==> config.mk <==
export PLATFORM = sky130hd
export DESIGN_NAME = shio_top
export DESIGN_NICKNAME = d
export VERILOG_FILES = /design/src/pkg/shio_pkg.sv /design/src/design/shio_top.sv /design/src/design/shio_debounce.sv
export VERILOG_INCLUDE_DIRS = /design/src /design/src/pkg
export SDC_FILE = /design/constraint.sdc
export NUM_CORES = 1
export LEC_CHECK = 0
export BUFFER_PORTS_ARGS = -buffer_cell sky130_fd_sc_hd__buf_4
export CORE_MARGIN = 2
export CORE_UTILIZATION = 45
export CTS_CLUSTER_DIAMETER = 100
export DETAILED_ROUTE_END_ITERATION = 12
export GPL_TIMING_DRIVEN = 0
export SLEW_MARGIN = 20
export SYNTH_ARGS = -nofsm -noshare
export SYNTH_HDL_FRONTEND = slang
export SYNTH_SLANG_ARGS = --single-unit
==> constraint.sdc <==
create_clock -name clk_i -period 9.1 [get_ports clk_i]
set_input_delay 1.82 -clock clk_i [delete_from_list [all_inputs] [get_ports clk_i]]
set_output_delay 1.82 -clock clk_i [all_outputs]
set_load 0.005 [all_outputs]
==> src/pkg/shio_defs.svh <==
// Purpose: Named offsets, codes, reset values and timing for the servo host block
// Assumes: 125 MHz core clock
// Notes:   Included by bare name; definitions only
`ifndef SHIO_DEFS_SVH
`define SHIO_DEFS_SVH

// Clock figures
`define SHIO_CLK_HZ       125000000
`define SHIO_CLK_NS       8

// Line rates selected by codes 0..3
`define SHIO_BAUD_0       9600
`define SHIO_BAUD_1       19200
`define SHIO_BAUD_2       38400
`define SHIO_BAUD_3       57600

// Register indices; byte address is four times the index
`define SHIO_IDX_SPEED    14'h0a00
`define SHIO_IDX_WIDTH    14'h0a01
`define SHIO_IDX_PARITY   14'h0a02
`define SHIO_IDX_BCAST    14'h0a03
`define SHIO_IDX_FRAME    14'h0a04
`define SHIO_IDX_STATUS   14'h0a05

// Largest legal code per register
`define SHIO_MAX_SPEED    16'h0003
`define SHIO_MAX_WIDTH    16'h0001
`define SHIO_MAX_PARITY   16'h0002
`define SHIO_MAX_BCAST    16'h0001
`define SHIO_MAX_FRAME    16'h0001

// Reset values of the link settings
`define SHIO_RST_SPEED    2'h0
`define SHIO_RST_PARITY   2'h0

// Debounce window: time in ns, count derived from the clock period
`define SHIO_DEB_NS       20000
`define SHIO_DEB_CYC      (`SHIO_DEB_NS / `SHIO_CLK_NS)
`define SHIO_DEB_W        12

// Discrete input count and reset level (break contacts rest high)
`define SHIO_NUM_IN       13
`define SHIO_PIN_RST      13'h0880

`endif

==> src/pkg/shio_pkg.sv <==
// Purpose: Types shared by the servo host block
// Assumes: Used together with shio_defs.svh
// Notes:   Packed structs carry grouped signals
package shio_pkg;

  // Serial link settings as seen by the line engine
  typedef struct packed {
    logic [1:0] speed;    // Line rate code
    logic       width7;   // 1: seven data bits
    logic [1:0] parity;   // 0 none, 1 even, 2 odd
    logic       bcast_en; // Accept group messages
    logic       rtu;      // 1: binary framing
  } shio_cfg_s;

  // Discrete host inputs, raw pin levels
  typedef struct packed {
    logic       home_return_request;
    logic       servo_brk;   // Break contact, active low
    logic       fault_clear_input;
    logic       start;
    logic       manual;
    logic       lock_brk;    // Break contact, active low
    logic [6:0] point;       // point_select_bit6..point_select_bit0
  } shio_pins_s;

  // Home return progress
  typedef enum logic [1:0] {HOME_IDLE, HOME_RUN, HOME_DONE} shio_home_e;

endpackage

==> src/design/shio_top.sv <==
// Purpose: Host-side serial settings and discrete input handling of a servo cylinder controller
// Assumes: Classic Wishbone slave, 32-bit data, inputs synchronous to clk_i
// Notes:   Link settings drive the line engine; inputs gate homing, moves and alarms
`timescale 1ns/1ps
`include "shio_defs.svh"

module shio_top
  import shio_pkg::*;
(
  input  wire logic        clk_i,
  input  wire logic        rst_i,
  input  wire logic        ce_i,
  input  wire logic        wb_cyc_i,
  input  wire logic        wb_stb_i,
  input  wire logic        wb_we_i,
  input  wire logic [15:0] wb_adr_i,
  input  wire logic [3:0]  wb_sel_i,
  input  wire logic [31:0] wb_dat_i,
  output logic      [31:0] wb_dat_o,
  output logic             wb_ack_o,
  input  wire shio_pins_s  pins_i,
  input  wire logic        home_complete_i,
  input  wire logic        alarm_event_i,
  input  wire logic        motion_busy_i,
  input  wire logic        pos_msg_valid_i,
  input  wire logic        pos_msg_bcast_i,
  output shio_cfg_s        serial_cfg_o,
  output logic      [13:0] bit_cycles_o,
  output logic             pos_msg_take_o,
  output logic             home_start_o,
  output logic             home_done_o,
  output logic             alarm_o,
  output logic             servo_on_o,
  output logic             manual_mode_o,
  output logic             move_req_o,
  output logic      [6:0]  move_point_o,
  output logic             decel_stop_o
);

  // Bit period per rate code, rounded down
  function automatic logic [13:0] speed_cycles(input logic [1:0] code);
    logic [13:0] c;
    c = 14'(`SHIO_CLK_HZ / `SHIO_BAUD_0);
    case (code)
      2'h1:    c = 14'(`SHIO_CLK_HZ / `SHIO_BAUD_1);
      2'h2:    c = 14'(`SHIO_CLK_HZ / `SHIO_BAUD_2);
      2'h3:    c = 14'(`SHIO_CLK_HZ / `SHIO_BAUD_3);
      default: c = 14'(`SHIO_CLK_HZ / `SHIO_BAUD_0);
    endcase
    return c;
  endfunction

  shio_pins_s  pins_c;        // Debounced pin levels
  shio_pins_s  prev_ff;       // Last debounced levels, for edges
  shio_home_e  home_st_ff;    // Home return progress
  shio_home_e  nxt_home_st;
  logic [31:0] nxt_rdata;     // Read mux
  logic [13:0] idx;           // Word index of the access
  logic [15:0] wval;          // Written half-word
  logic        wr_go;         // Write accepted this cycle
  logic        req;           // Fresh bus request
  logic        start_rise;
  logic        fclr_rise;
  logic        home_rise;
  logic        servo_act;     // Servo contact asks for excitation
  logic        lock_act;      // Interlock engaged
  logic        nxt_move;

  // All pin inputs cleaned first; points too, so a move never sees a half-set code
  shio_debounce #(
    .N       (`SHIO_NUM_IN),
    .RST_VAL (`SHIO_PIN_RST)
  ) u_deb (
    .clk_i   (clk_i),
    .rst_i   (rst_i),
    .ce_i    (ce_i),
    .raw_i   (pins_i),
    .clean_o (pins_c)
  );

  // Break contacts act when the contact opens, i.e. the level is low
  assign servo_act  = ~pins_c.servo_brk;
  assign lock_act   = ~pins_c.lock_brk;
  assign start_rise = pins_c.start & ~prev_ff.start;
  assign fclr_rise  = pins_c.fault_clear_input & ~prev_ff.fault_clear_input;
  assign home_rise  = pins_c.home_return_request & ~prev_ff.home_return_request;

  // Bus decode; 16-bit registers need both low lanes to be written
  assign idx   = wb_adr_i[15:2];
  assign wval  = wb_dat_i[15:0];
  assign req   = wb_cyc_i & wb_stb_i & ~wb_ack_o;
  assign wr_go = ce_i & req & wb_we_i & (wb_sel_i[1:0] == 2'h3);

  // Edge history
  always_ff @(posedge clk_i or posedge rst_i) begin
    if (rst_i) begin
      prev_ff <= `SHIO_PIN_RST;
    end else if (ce_i) begin
      prev_ff <= pins_c;
    end
  end

  // Link settings; out-of-range codes are dropped so the line never runs odd
  always_ff @(posedge clk_i or posedge rst_i) begin
    if (rst_i) begin
      serial_cfg_o.speed    <= `SHIO_RST_SPEED;
      serial_cfg_o.width7   <= 1'b0;
      serial_cfg_o.parity   <= `SHIO_RST_PARITY;
      serial_cfg_o.bcast_en <= 1'b0;
      serial_cfg_o.rtu      <= 1'b0;
    end else if (wr_go) begin
      case (idx)
        `SHIO_IDX_SPEED: begin
          if (wval <= `SHIO_MAX_SPEED) serial_cfg_o.speed <= wval[1:0];
        end
        `SHIO_IDX_WIDTH: begin
          if (wval <= `SHIO_MAX_WIDTH) serial_cfg_o.width7 <= wval[0];
        end
        `SHIO_IDX_PARITY: begin
          if (wval <= `SHIO_MAX_PARITY) serial_cfg_o.parity <= wval[1:0];
        end
        `SHIO_IDX_BCAST: begin
          if (wval <= `SHIO_MAX_BCAST) serial_cfg_o.bcast_en <= wval[0];
        end
        `SHIO_IDX_FRAME: begin
          if (wval <= `SHIO_MAX_FRAME) serial_cfg_o.rtu <= wval[0];
        end
        default: begin
          // Status and unmapped words ignore writes
        end
      endcase
    end
  end

  // Bit period follows the rate code one cycle later
  always_ff @(posedge clk_i or posedge rst_i) begin
    if (rst_i) begin
      bit_cycles_o <= 14'(`SHIO_CLK_HZ / `SHIO_BAUD_0);
    end else if (ce_i) begin
      bit_cycles_o <= speed_cycles(serial_cfg_o.speed);
    end
  end

  // Group-addressed position messages pass only when enabled
  always_ff @(posedge clk_i or posedge rst_i) begin
    if (rst_i) begin
      pos_msg_take_o <= 1'b0;
    end else if (ce_i) begin
      pos_msg_take_o <= pos_msg_valid_i & (~pos_msg_bcast_i | serial_cfg_o.bcast_en);
    end
  end

  // Read mux; reserved and unmapped words read zero
  always_comb begin
    nxt_rdata = 32'h0000_0000;
    case (idx)
      `SHIO_IDX_SPEED:  nxt_rdata[1:0] = serial_cfg_o.speed;
      `SHIO_IDX_WIDTH:  nxt_rdata[0]   = serial_cfg_o.width7;
      `SHIO_IDX_PARITY: nxt_rdata[1:0] = serial_cfg_o.parity;
      `SHIO_IDX_BCAST:  nxt_rdata[0]   = serial_cfg_o.bcast_en;
      `SHIO_IDX_FRAME:  nxt_rdata[0]   = serial_cfg_o.rtu;
      `SHIO_IDX_STATUS: nxt_rdata[6:0] = {motion_busy_i, decel_stop_o, manual_mode_o,
                                          servo_on_o, alarm_o, home_done_o,
                                          home_st_ff == HOME_RUN};
      default:          nxt_rdata = 32'h0000_0000;
    endcase
  end

  // Single-wait-state answer; ack drops the cycle after it is given
  always_ff @(posedge clk_i or posedge rst_i) begin
    if (rst_i) begin
      wb_ack_o <= 1'b0;
      wb_dat_o <= 32'h0000_0000;
    end else if (ce_i) begin
      wb_ack_o <= req;
      if (req) begin
        wb_dat_o <= nxt_rdata;
      end
    end
  end

  // Pending alarm; a new event in the clearing cycle wins
  always_ff @(posedge clk_i or posedge rst_i) begin
    if (rst_i) begin
      alarm_o <= 1'b0;
    end else if (ce_i) begin
      if (alarm_event_i) begin
        alarm_o <= 1'b1;
      end else if (fclr_rise) begin
        alarm_o <= 1'b0;
      end
    end
  end

  // Excitation ignores the interlock so the axis holds its place
  always_ff @(posedge clk_i or posedge rst_i) begin
    if (rst_i) begin
      servo_on_o <= 1'b0;
    end else if (ce_i) begin
      servo_on_o <= servo_act & ~alarm_o & ~alarm_event_i;
    end
  end

  // Interlock and manual mode are plain levels to the motion engine
  always_ff @(posedge clk_i or posedge rst_i) begin
    if (rst_i) begin
      decel_stop_o  <= 1'b0;
      manual_mode_o <= 1'b0;
    end else if (ce_i) begin
      decel_stop_o  <= lock_act;
      manual_mode_o <= pins_c.manual;
    end
  end

  // Home return sequence; coordinates are only trusted after it ends
  always_comb begin
    nxt_home_st = home_st_ff;
    unique case (home_st_ff)
      HOME_IDLE, HOME_DONE: begin
        if (home_rise && servo_on_o && !alarm_o) nxt_home_st = HOME_RUN;
      end
      HOME_RUN: begin
        if (alarm_o) begin
          nxt_home_st = HOME_IDLE;          // Aborted return leaves points untrusted
        end else if (home_complete_i) begin
          nxt_home_st = HOME_DONE;
        end
      end
    endcase
  end

  always_ff @(posedge clk_i or posedge rst_i) begin
    if (rst_i) begin
      home_st_ff   <= HOME_IDLE;
      home_done_o  <= 1'b0;
      home_start_o <= 1'b0;
    end else if (ce_i) begin
      home_st_ff   <= nxt_home_st;
      home_done_o  <= (nxt_home_st == HOME_DONE);
      home_start_o <= (home_st_ff != HOME_RUN) && (nxt_home_st == HOME_RUN);
    end
  end

  // Start acts once per edge and only with a trusted, excited, unlocked, alarm-free, automatic axis
  assign nxt_move = start_rise & ~pins_c.manual & home_done_o & servo_on_o
                  & ~alarm_o & ~lock_act;

  always_ff @(posedge clk_i or posedge rst_i) begin
    if (rst_i) begin
      move_req_o   <= 1'b0;
      move_point_o <= 7'h00;
    end else if (ce_i) begin
      move_req_o <= nxt_move;
      if (nxt_move) begin
        move_point_o <= pins_c.point;
      end
    end
  end
endmodule

==> src/design/shio_debounce.sv <==
// Purpose: Synchronise and debounce a group of discrete inputs
// Assumes: Bounce shorter than the window
// Notes:   One generate lane per input bit
`timescale 1ns/1ps
`include "shio_defs.svh"
module shio_debounce #(
  parameter int            N       = 1,
  parameter logic [N-1:0]  RST_VAL = '0
) (
  input  wire logic         clk_i,
  input  wire logic         rst_i,
  input  wire logic         ce_i,
  input  wire logic [N-1:0] raw_i,
  output logic      [N-1:0] clean_o
);

  localparam logic [`SHIO_DEB_W-1:0] DEB_LAST = `SHIO_DEB_W'(`SHIO_DEB_CYC - 1);

  genvar g;
  generate
    for (g = 0; g < N; g++) begin : g_lane
      logic                   meta_ff;  // First stage, read by sync_ff only
      logic                   sync_ff;  // Settled level
      logic [`SHIO_DEB_W-1:0] cnt_ff;   // Cycles the new level has held

      // Two-stage synchroniser against metastability
      always_ff @(posedge clk_i or posedge rst_i) begin
        if (rst_i) begin
          meta_ff <= RST_VAL[g];
          sync_ff <= RST_VAL[g];
        end else if (ce_i) begin
          meta_ff <= raw_i[g];
          sync_ff <= meta_ff;
        end
      end

      // Level must hold a full window before it is believed
      always_ff @(posedge clk_i or posedge rst_i) begin
        if (rst_i) begin
          cnt_ff     <= '0;
          clean_o[g] <= RST_VAL[g];
        end else if (ce_i) begin
          if (sync_ff == clean_o[g]) begin
            cnt_ff <= '0;           // Bounce back restarts the window
          end else if (cnt_ff == DEB_LAST) begin
            cnt_ff     <= '0;
            clean_o[g] <= sync_ff;
          end else begin
            cnt_ff <= cnt_ff + 1'b1;
          end
        end
      end
    end
  endgenerate

endmodule

== After elaboration in Yosys (flattened, before gate mapping) ==
Cells that the tools add are included.

* Flip-flop bits (word level): 244
* Bits in latches: 0
* RAM bits: 0
* Memory bits (read-only): 0
* Input port bits: 76
* Word-level logic and storage cells: 234
* Memories: 0

* $add $sub $neg: 13
* $mul: 0
* Div/mod/pow operators: 0
* Magnitude comparators: 3
* Equality and inequality tests: 41
* Shifts and indexed selects: 0
* Multiplexer cells: 36
* Bitwise gates (word level): 40
* Reductions and logical operators: 28

{| class="wikitable"
|+ Operators by type and width
! kind !! number
|-
| 12-bit 2-to-1 mux || 26
|-
| 12-bit by 1-bit adder with 12-bit output (second input constant) || 13
|-
| 12-bit == test (second input constant) || 13
|-
| 14-bit by 12-bit == test with 1-bit output (second input constant) || 6
|-
| 3-bit AND reduction || 18
|-
| 14-bit one-hot mux with 3 select lines || 1
|-
| 16-bit by 2-bit less-or-equal comparator with 1-bit output (second input constant) || 2
|-
| 1-bit NOT || 23
|-
| 1-bit bitwise AND || 16
|-
| 16-bit by 1-bit less-or-equal comparator with 1-bit output (second input constant) || 1
|-
| 1-bit == test || 13
|-
| 2-bit == test (second input constant) || 5
|-
| 2-bit by 1-bit == test with 1-bit output (second input constant) || 3
|-
| 2-bit 2-to-1 mux || 3
|-
| 1-bit one-hot mux with 6 select lines || 1
|-
| 2-bit AND reduction || 3
|-
| 5-bit 2-to-1 mux || 1
|-
| 2-bit one-hot mux with 2 select lines || 1
|-
| 1-bit logical AND || 3
|-
| 1-bit one-hot mux with 3 select lines || 1
|-
| 2-bit zero test || 1
|-
| 1-bit 2-to-1 mux || 2
|-
| 2-bit by 1-bit inequality test with 1-bit output (second input constant) || 1
|-
| 2-bit nonzero test || 1
|-
| 3 further kinds || 3
|}

== Depth between registers and ports, before layout ==
Gate-level depths: netlist of the first run.

* Word-level depth: 8
* Gate-level depth with buffers: 7
* Depth with buffers taken out: 5

== Hierarchy ==
A second synthesis of the first run with hierarchy kept.

* Cells, all modules: 1236
* Area, all modules: 12733.5 µm²

{| class="wikitable"
|+ By module, submodules not included
! module !! times used !! cells each !! area an instance (µm²) !! sequential area each (µm²)
|-
| shio_debounce || 1 || 1032 || 10430.0 || 4887.2
|-
| shio_top || 1 || 204 || 2303.5 || 1108.6
|}

== Worst setup path after synthesis of the first run ==
OpenSTA, ideal clock, no wires.

* Path type: in2reg
* Start: in wb_adr_i[7]
* End: reg serial_cfg_o[5] in the netlist's numbering
* Library setup time: 0.125 ns
* Arrival: 2.945 ns
* Path slack: 6.031 ns
* Cell stages on the path: 5
* Cell sequence: nor4_1 > and4b_1 > clkbuf_1 > nand4_1 > mux2_2

* Cells in the longest elaborated chain, start to end: 2

{| class="wikitable"
|+ RTL lines
! what !! line !! RTL
|-
| from (decl) || shio_top.sv:16 || <nowiki>input wire logic [15:0] wb_adr_i,</nowiki>
|-
| 14-bit by 12-bit == test with 1-bit output || shio_top.sv:112 || <nowiki>case (idx)</nowiki>
|-
| 3-bit AND reduction (no line) || -- ||
|-
| to (decl) || shio_top.sv:27 || <nowiki>output shio_cfg_s serial_cfg_o,</nowiki>
|}

Every way passes these cells.
A chain may end at the register's enable or synchronous reset.

== Worst setup path after layout of the first run ==
* Start: in ce_i
* End: reg u_deb.g_lane[4].cnt_ff[8]

{| class="wikitable"
|+ RTL lines
! what !! line !! RTL
|-
| from (decl) || shio_top.sv:12 || <nowiki>input wire logic ce_i,</nowiki>
|-
| to (signal assigned) || shio_debounce.sv:49 || <nowiki>cnt_ff <= cnt_ff + 1'b1;</nowiki>
|-
| to (decl) || shio_debounce.sv:24 || <nowiki>logic [`SHIO_DEB_W-1:0] cnt_ff;</nowiki>
|}

No word-level cell between the ends.

==> flow_summary.yaml, run 1 <==
synth:
  synth_top_flop_cell: "dfrtp_1"
  synthCells: 1195
  synth_top_area_share_pct: 46.66
  synth.area.top_cells: "dfrtp_1, mux2_2, xnor2_1"
  synth_largest_area_cell: "dfrtp_1"
  synth_edf_count: 0
  synth_commonest_cells: "dfrtp_1, nor2_1, nand2_1"
  syn-cell-area_mm2: 0.01217
  ys_warn_count: 0
  syn_area_per_cell_um2: 10.19
  yosysSeqAreaShare_pct: 49.25
  async_flop_share_pct: 100.0
  synth_most_common_cell: "dfrtp_1"
  synth.distinct_cells: 64
  ys_seq_elements: 239
placement:
  gp_congestion: 0.8173
  io_buffers: 97
  dp.cells: 1659
  place_ws_ns: 4.739
  place_area_mm2: 0.01348
  hpwl_um: 19920
hold_path:
  min_path_type: "flip-flop to flip-flop"
drt:
  vias: 9496
  wirelength_um: 29340
  ant_nets: 0
  drc: 0
  detail_route.vias_per_cell: 5.553
  wl_per_cell_um: 17.16
  drtPass1Iterations: 5
  drt_iter0_drc: 777
global_routing:
  grt_max_degree: 92
  antenna_found_initial: 0
  overflow: 0
  grt_util_all_layers_pct: 20.77
  grt_pass1_wl_um: 47960
  grt_pass1_vias: 8937
sta:
  setup_slack_ns: 5.302
  slew_viol_final: 0
  grt_setup_unrepaired: "no"
  worst_pin_slew_ns: 1.079
  finalCritPeriodShare_pct: 41.74
  setup_violations: 0
  period_minus_slack_ns: 3.798
  relSlewSlack_pct: 27.71
  hold_violations: 0
  fmax_mhz: 263.3
  clock_skew_ns: 0.01640
  hold_slack_ns: 0.4765
  finalSetupTns_ns: 0
power:
  finalPower_mw: 2.650
  ir_drop_v: 0.0001277
  powerDensity_mw_per_mm2: 184.0
  p_leak_nw: 6.343
critical_path:
  cp.required_ns: 9.47
  critPathArrivalTime_ns: 4.16
  critPathMaxFanout: 10
  crit_type: "input port to flip-flop"
  critPathLaunchType: "input port"
  end_kind: "flip-flop"
finish:
  final_nets: 1437
  diodes: 0
  stdcell_area_mm2: 0.01440
  final_layout_size_suffix_gt1_share_pct: 19.87
  area_growth_syn_to_layout_pct: 18.31
  fin_util_pct: 53.89
  fin_cells: 1710
die:
  coreArea_mm2: 0.02673
  die_w_um: 168.5
  die_h_um: 168.5
  boundaryPins: 145
  start_util_pct: 45.55
  rows: 60
  die-area_mm2: 0.02838
clocking:
  post_cts_buffers: 0
  cts_root_buf: "clkbuf_16"
  clock_sinks: 239
  holdBufCountCts: 0
  clock_path_buffers: 3
  clk-insertion-delay-late_ns: 0.54
  ctsHtreeMaxLevel: 1
  cts_buffers: 28
  cts_tree: "done"
  cts_resized: 0
  path_clk_slew_ns: 0.06
run_status:
  outcome: "complete, no violations"
job:
  drv_cap: 0
-- state kept, by name, summed over array words and instances (netlist names), 2 cells and up --
| register | count |
|---|---|
| bit_cycles_o | 9 |
| home_st_ff | 2 |
| move_point_o | 7 |
| prev_ff | 3 |
| serial_cfg_o | 7 |
| u_deb.clean_o | 13 |
| u_deb.g_lane.cnt_ff | 156 |
| u_deb.g_lane.meta_ff | 13 |
| u_deb.g_lane.sync_ff | 13 |
| wb_dat_o | 7 |
-- final timing paths --
| check | slack [ns] | startpoint | depth (start not counted) | endpoint |
|---|---|---|---|---|
| worst max-delay path | 5.30 | ce_i | 6 | u_deb.g_lane[4].cnt_ff[8]$_DFFE_PP0P_ |
| worst min-delay path | 0.48 | wb_dat_o[1]$_DFFE_PP0N_ | 2 | wb_dat_o[1]$_DFFE_PP0N_ |
| worst max register to register | 6.71 | alarm_o$_DFFE_PP0P_ | 3 | move_point_o[4]$_DFFE_PP0P_ |
| worst min register to register | 0.48 | wb_dat_o[1]$_DFFE_PP0N_ | 2 | wb_dat_o[1]$_DFFE_PP0N_ |
| max in group asynchronous | 6.54 | rst_i | 4 | bit_cycles_o[6]$_DFFE_PP1P_ |
| min in group asynchronous | 1.32 | rst_i | 2 | u_deb.g_lane[10].meta_ff$_DFFE_PP0P_ |
-- layout by cell type, fill, tap and decap left out, types with 12 or more instances in the layout --
| cell | count |
|---|---|
| dfrtp_1 | 227 |
| buf_4 | 127 |
| nor2_1 | 91 |
| nand2_1 | 80 |
| mux2_2 | 60 |
| o21ai_0 | 60 |
| xnor2_1 | 60 |
| nand3_1 | 59 |
| nor3_1 | 50 |
| nand4_1 | 45 |
| inv_1 | 42 |
| nor4_1 | 39 |
| clkbuf_16 | 29 |
| and3_1 | 28 |
| clkbuf_1 | 27 |
| a21oi_1 | 27 |
| conb_1 | 25 |
| a31oi_1 | 21 |
| xor2_1 | 20 |
| a22o_1 | 20 |
| and2_1 | 17 |
| mux2i_1 | 17 |
| o2bb2ai_1 | 15 |
| nor4bb_1 | 13 |
| ha_1 | 13 |
| buf_1 | 12 |
| dfstp_2 | 12 |
-- critical path, stage by stage --
cell,delay (ns)
buf_4,0.10
buf_2,0.32
clkbuf_1,0.57
clkbuf_1,0.53
clkbuf_1,0.63
a31oi_1,0.17
-- layout make-up --
cell class,instances,area [µm²]
inverters,43,168.9
clock buffers,41,820.8
multi-input cells,865,5692
well taps,341,426.7
flip-flops and latches,239,5996
fillers,2390,12320
plain buffers,72,414.1
repair buffers,99,783.3
clock inverters,10,100.1
-- cell families after synthesis --
family	count (synthesis)	synth area share, %
compound gates	188	10.39
xor+xnor	80	5.756
fa+ha+maj	13	1.336
buf+inv	115	4.728
flops	239	49.25
mux	79	7.257
other cells	1	0.03081
simple gates	480	21.25
-- metal layers --
layer | share of wire, % | track usage, % | routed length, µm
met3 | 3.6 | 2.338 | 1058
met5 | 0 | 0 | 0
met1 | 48 | 30.51 | 13960
met4 | 2.4 | 5.247 | 696
met2 | 46 | 33.03 | 13620
-- where the power goes --
part,total (mW),internal (mW),switching (mW)
Sequential,1.23,1.14,0.0865
Clock,1.12,0.677,0.439
Combinational,0.308,0.138,0.170
No activity file was read; power rests on OpenSTA's default activity.
==> run 2, diff against run 1 <==
==> constraint.sdc (replaced) <==
create_clock -name clk_i -period 3.67 [get_ports clk_i]
set_input_delay 0.734 -clock clk_i [delete_from_list [all_inputs] [get_ports clk_i]]
set_output_delay 0.734 -clock clk_i [all_outputs]
set_load 0.005 [all_outputs]
==> run 2 against run 1 <==
Net effect: critical endpoint is now u_deb.g_lane[4].cnt_ff[9]$_DFFE_PP0P_; via count is 0.61% higher; final area grew 0.50%; total power rose by 140%.
==> flow_summary.yaml, run 2 (same netlist as run 1, synthesis figures left out) <==
run_status:
  outcome: "complete, no violations"
clocking:
  cts_tree: "done"
  cts_root_buf: "clkbuf_16"
  cts_resized: 0
  ctsHtreeMaxLevel: 1
  clock_path_buffers: 3
  clk-insertion-delay-late_ns: 0.54
  post_cts_buffers: 0
  holdBufCountCts: 0
  clock_sinks: 239
  cts_buffers: 27
  path_clk_slew_ns: 0.06
finish:
  area_growth_syn_to_layout_pct: 18.90
  final_cell_mix: "dfrtp_1, buf_4, nor2_1"
  multi_input_area_mm2: 0.005692
  fin_util_pct: 54.16
  fin_cells: 1715
  final_layout_size_suffix_gt1_share_pct: 20.23
  stdcell_area_mm2: 0.01447
  largest_reg_flops: 156
  nFillCells: 2462
  regArea_mm2: 0.005996
  final_common_cell: "dfrtp_1"
  final_nets: 1442
  diodes: 0
  regMostFlops: "u_deb.g_lane.cnt_ff"
hold_path:
  min_path_type: "input port to async pin"
drt:
  wirelength_um: 29400
  wl_per_cell_um: 17.14
  ant_nets: 0
  detail_route.vias_per_cell: 5.571
  drt_iter0_drc: 573
  drc: 0
  vias: 9554
  drtPass1Iterations: 6
sta:
  period_minus_slack_ns: 2.600
  worst_pin_slew_ns: 1.059
  setup_slack_ns: 1.070
  hold_violations: 0
  setup_violations: 0
  relSlewSlack_pct: 29.00
  finalCritPeriodShare_pct: 70.85
  grt_setup_unrepaired: "no"
  fmax_mhz: 384.6
  clock_skew_ns: 0.01547
  slew_viol_final: 0
power:
  powerDensity_mw_per_mm2: 448.2
  ir_drop_v: 0.0002948
  p_leak_nw: 6.368
placement:
  place_area_mm2: 0.01359
  place_ws_ns: 0.5074
  gp_congestion: 0.8190
  dp.cells: 1665
  io_buffers: 97
  hpwl_um: 20290
die:
  start_util_pct: 45.55
  boundaryPins: 145
  rows: 60
  die-area_mm2: 0.02838
  coreArea_mm2: 0.02673
  die_w_um: 168.5
  die_h_um: 168.5
global_routing:
  grt_util_all_layers_pct: 20.82
  overflow: 0
  antenna_found_initial: 0
  grt_pass1_wl_um: 48260
  grt_max_degree: 34
  grt_pass1_vias: 9163
critical_path:
  crit_type: "input port to flip-flop"
  regToRegSetupSlack_ns: 1.36
  critPathArrivalTime_ns: 2.97
  critPathMaxFanout: 10
  worst-r2r-cell-count: 3
  cp.required_ns: 4.04
  critPathLaunchType: "input port"
  end_kind: "flip-flop"
  r2r_end: "move_point_o[0]$_DFFE_PP0P_"
  r2r-start: "alarm_o$_DFFE_PP0P_"
job:
  drv_cap: 0
-- run 2: cell count changes in the layout (fill, tap and decap cells not counted) --
cell,delta
buf_12,+7
buf_16,-1
bufinv_16,-1
clkbuf_1,-1
clkbuf_16,-2
clkbuf_8,+3
clkinv_2,-2
clkinvlp_4,+2
inv_6,+1
inv_8,-1
-- run 2: cell type report --
cell class	instances	share of cell area [%]
well taps	341	2.948
clock buffers	41	5.584
multi-input cells	865	39.32
plain buffers	72	2.861
inverters	43	1.141
flip-flops and latches	239	41.42
clock inverters	9	0.5273
repair buffers	105	6.189
-- run 2: how the worst max path moves through the flow --
stage	from	to	slack, ns	depth (start not counted)
2_1_floorplan	rst_i	alarm_o$_DFFE_PP0P_	-0.19	1
3_5_place_dp	ce_i	u_deb.g_lane[4].cnt_ff[6]$_DFFE_PP0P_	0.51	6
3_3_place_gp	rst_i	u_deb.g_lane[5].cnt_ff[11]$_DFFE_PP0P_	-1.82	2
6_report	ce_i	u_deb.g_lane[4].cnt_ff[9]$_DFFE_PP0P_	1.07	6
4_1_cts	ce_i	u_deb.g_lane[4].cnt_ff[9]$_DFFE_PP0P_	1.07	6
5_1_grt	ce_i	u_deb.g_lane[4].cnt_ff[9]$_DFFE_PP0P_	0.85	6
-- run 2: worst max-delay path, cell delays in order --
cell,delay (ns)
buf_4,0.11
buf_2,0.32
clkbuf_1,0.56
clkbuf_1,0.51
clkbuf_1,0.57
a31oi_1,0.16
-- run 2: where the power goes --
| part | total (mW) | switching (mW) | internal (mW) |
|---|---|---|---|
| clock | 2.67 | 1.09 | 1.58 |
| sequential | 3.04 | 0.214 | 2.83 |
| combinational | 0.778 | 0.424 | 0.354 |
-- run 2: per-layer routing --
layer  global-route usage, %  vias to the layer above  part of all wire, %
li1                        -                     4634                    -
met1                   29.50                     4717                   47
met2                   34.23                      157                   47
met3                   2.642                       46                  3.4
met4                   5.022                        0                  2.1
met5                       0                        -                    0
-- run 2: per-stage QoR --
step	TNS (ns)	hold slack (ns)	power [mW]
floorplan	-42.69	0.4673	3.578
global placement	-415.35	0.4630	3.826
detailed placement	0	0.4614	3.865
CTS	0	0.2091	6.563
global route	0	0.2382	6.789
finish	0	0.2152	6.487
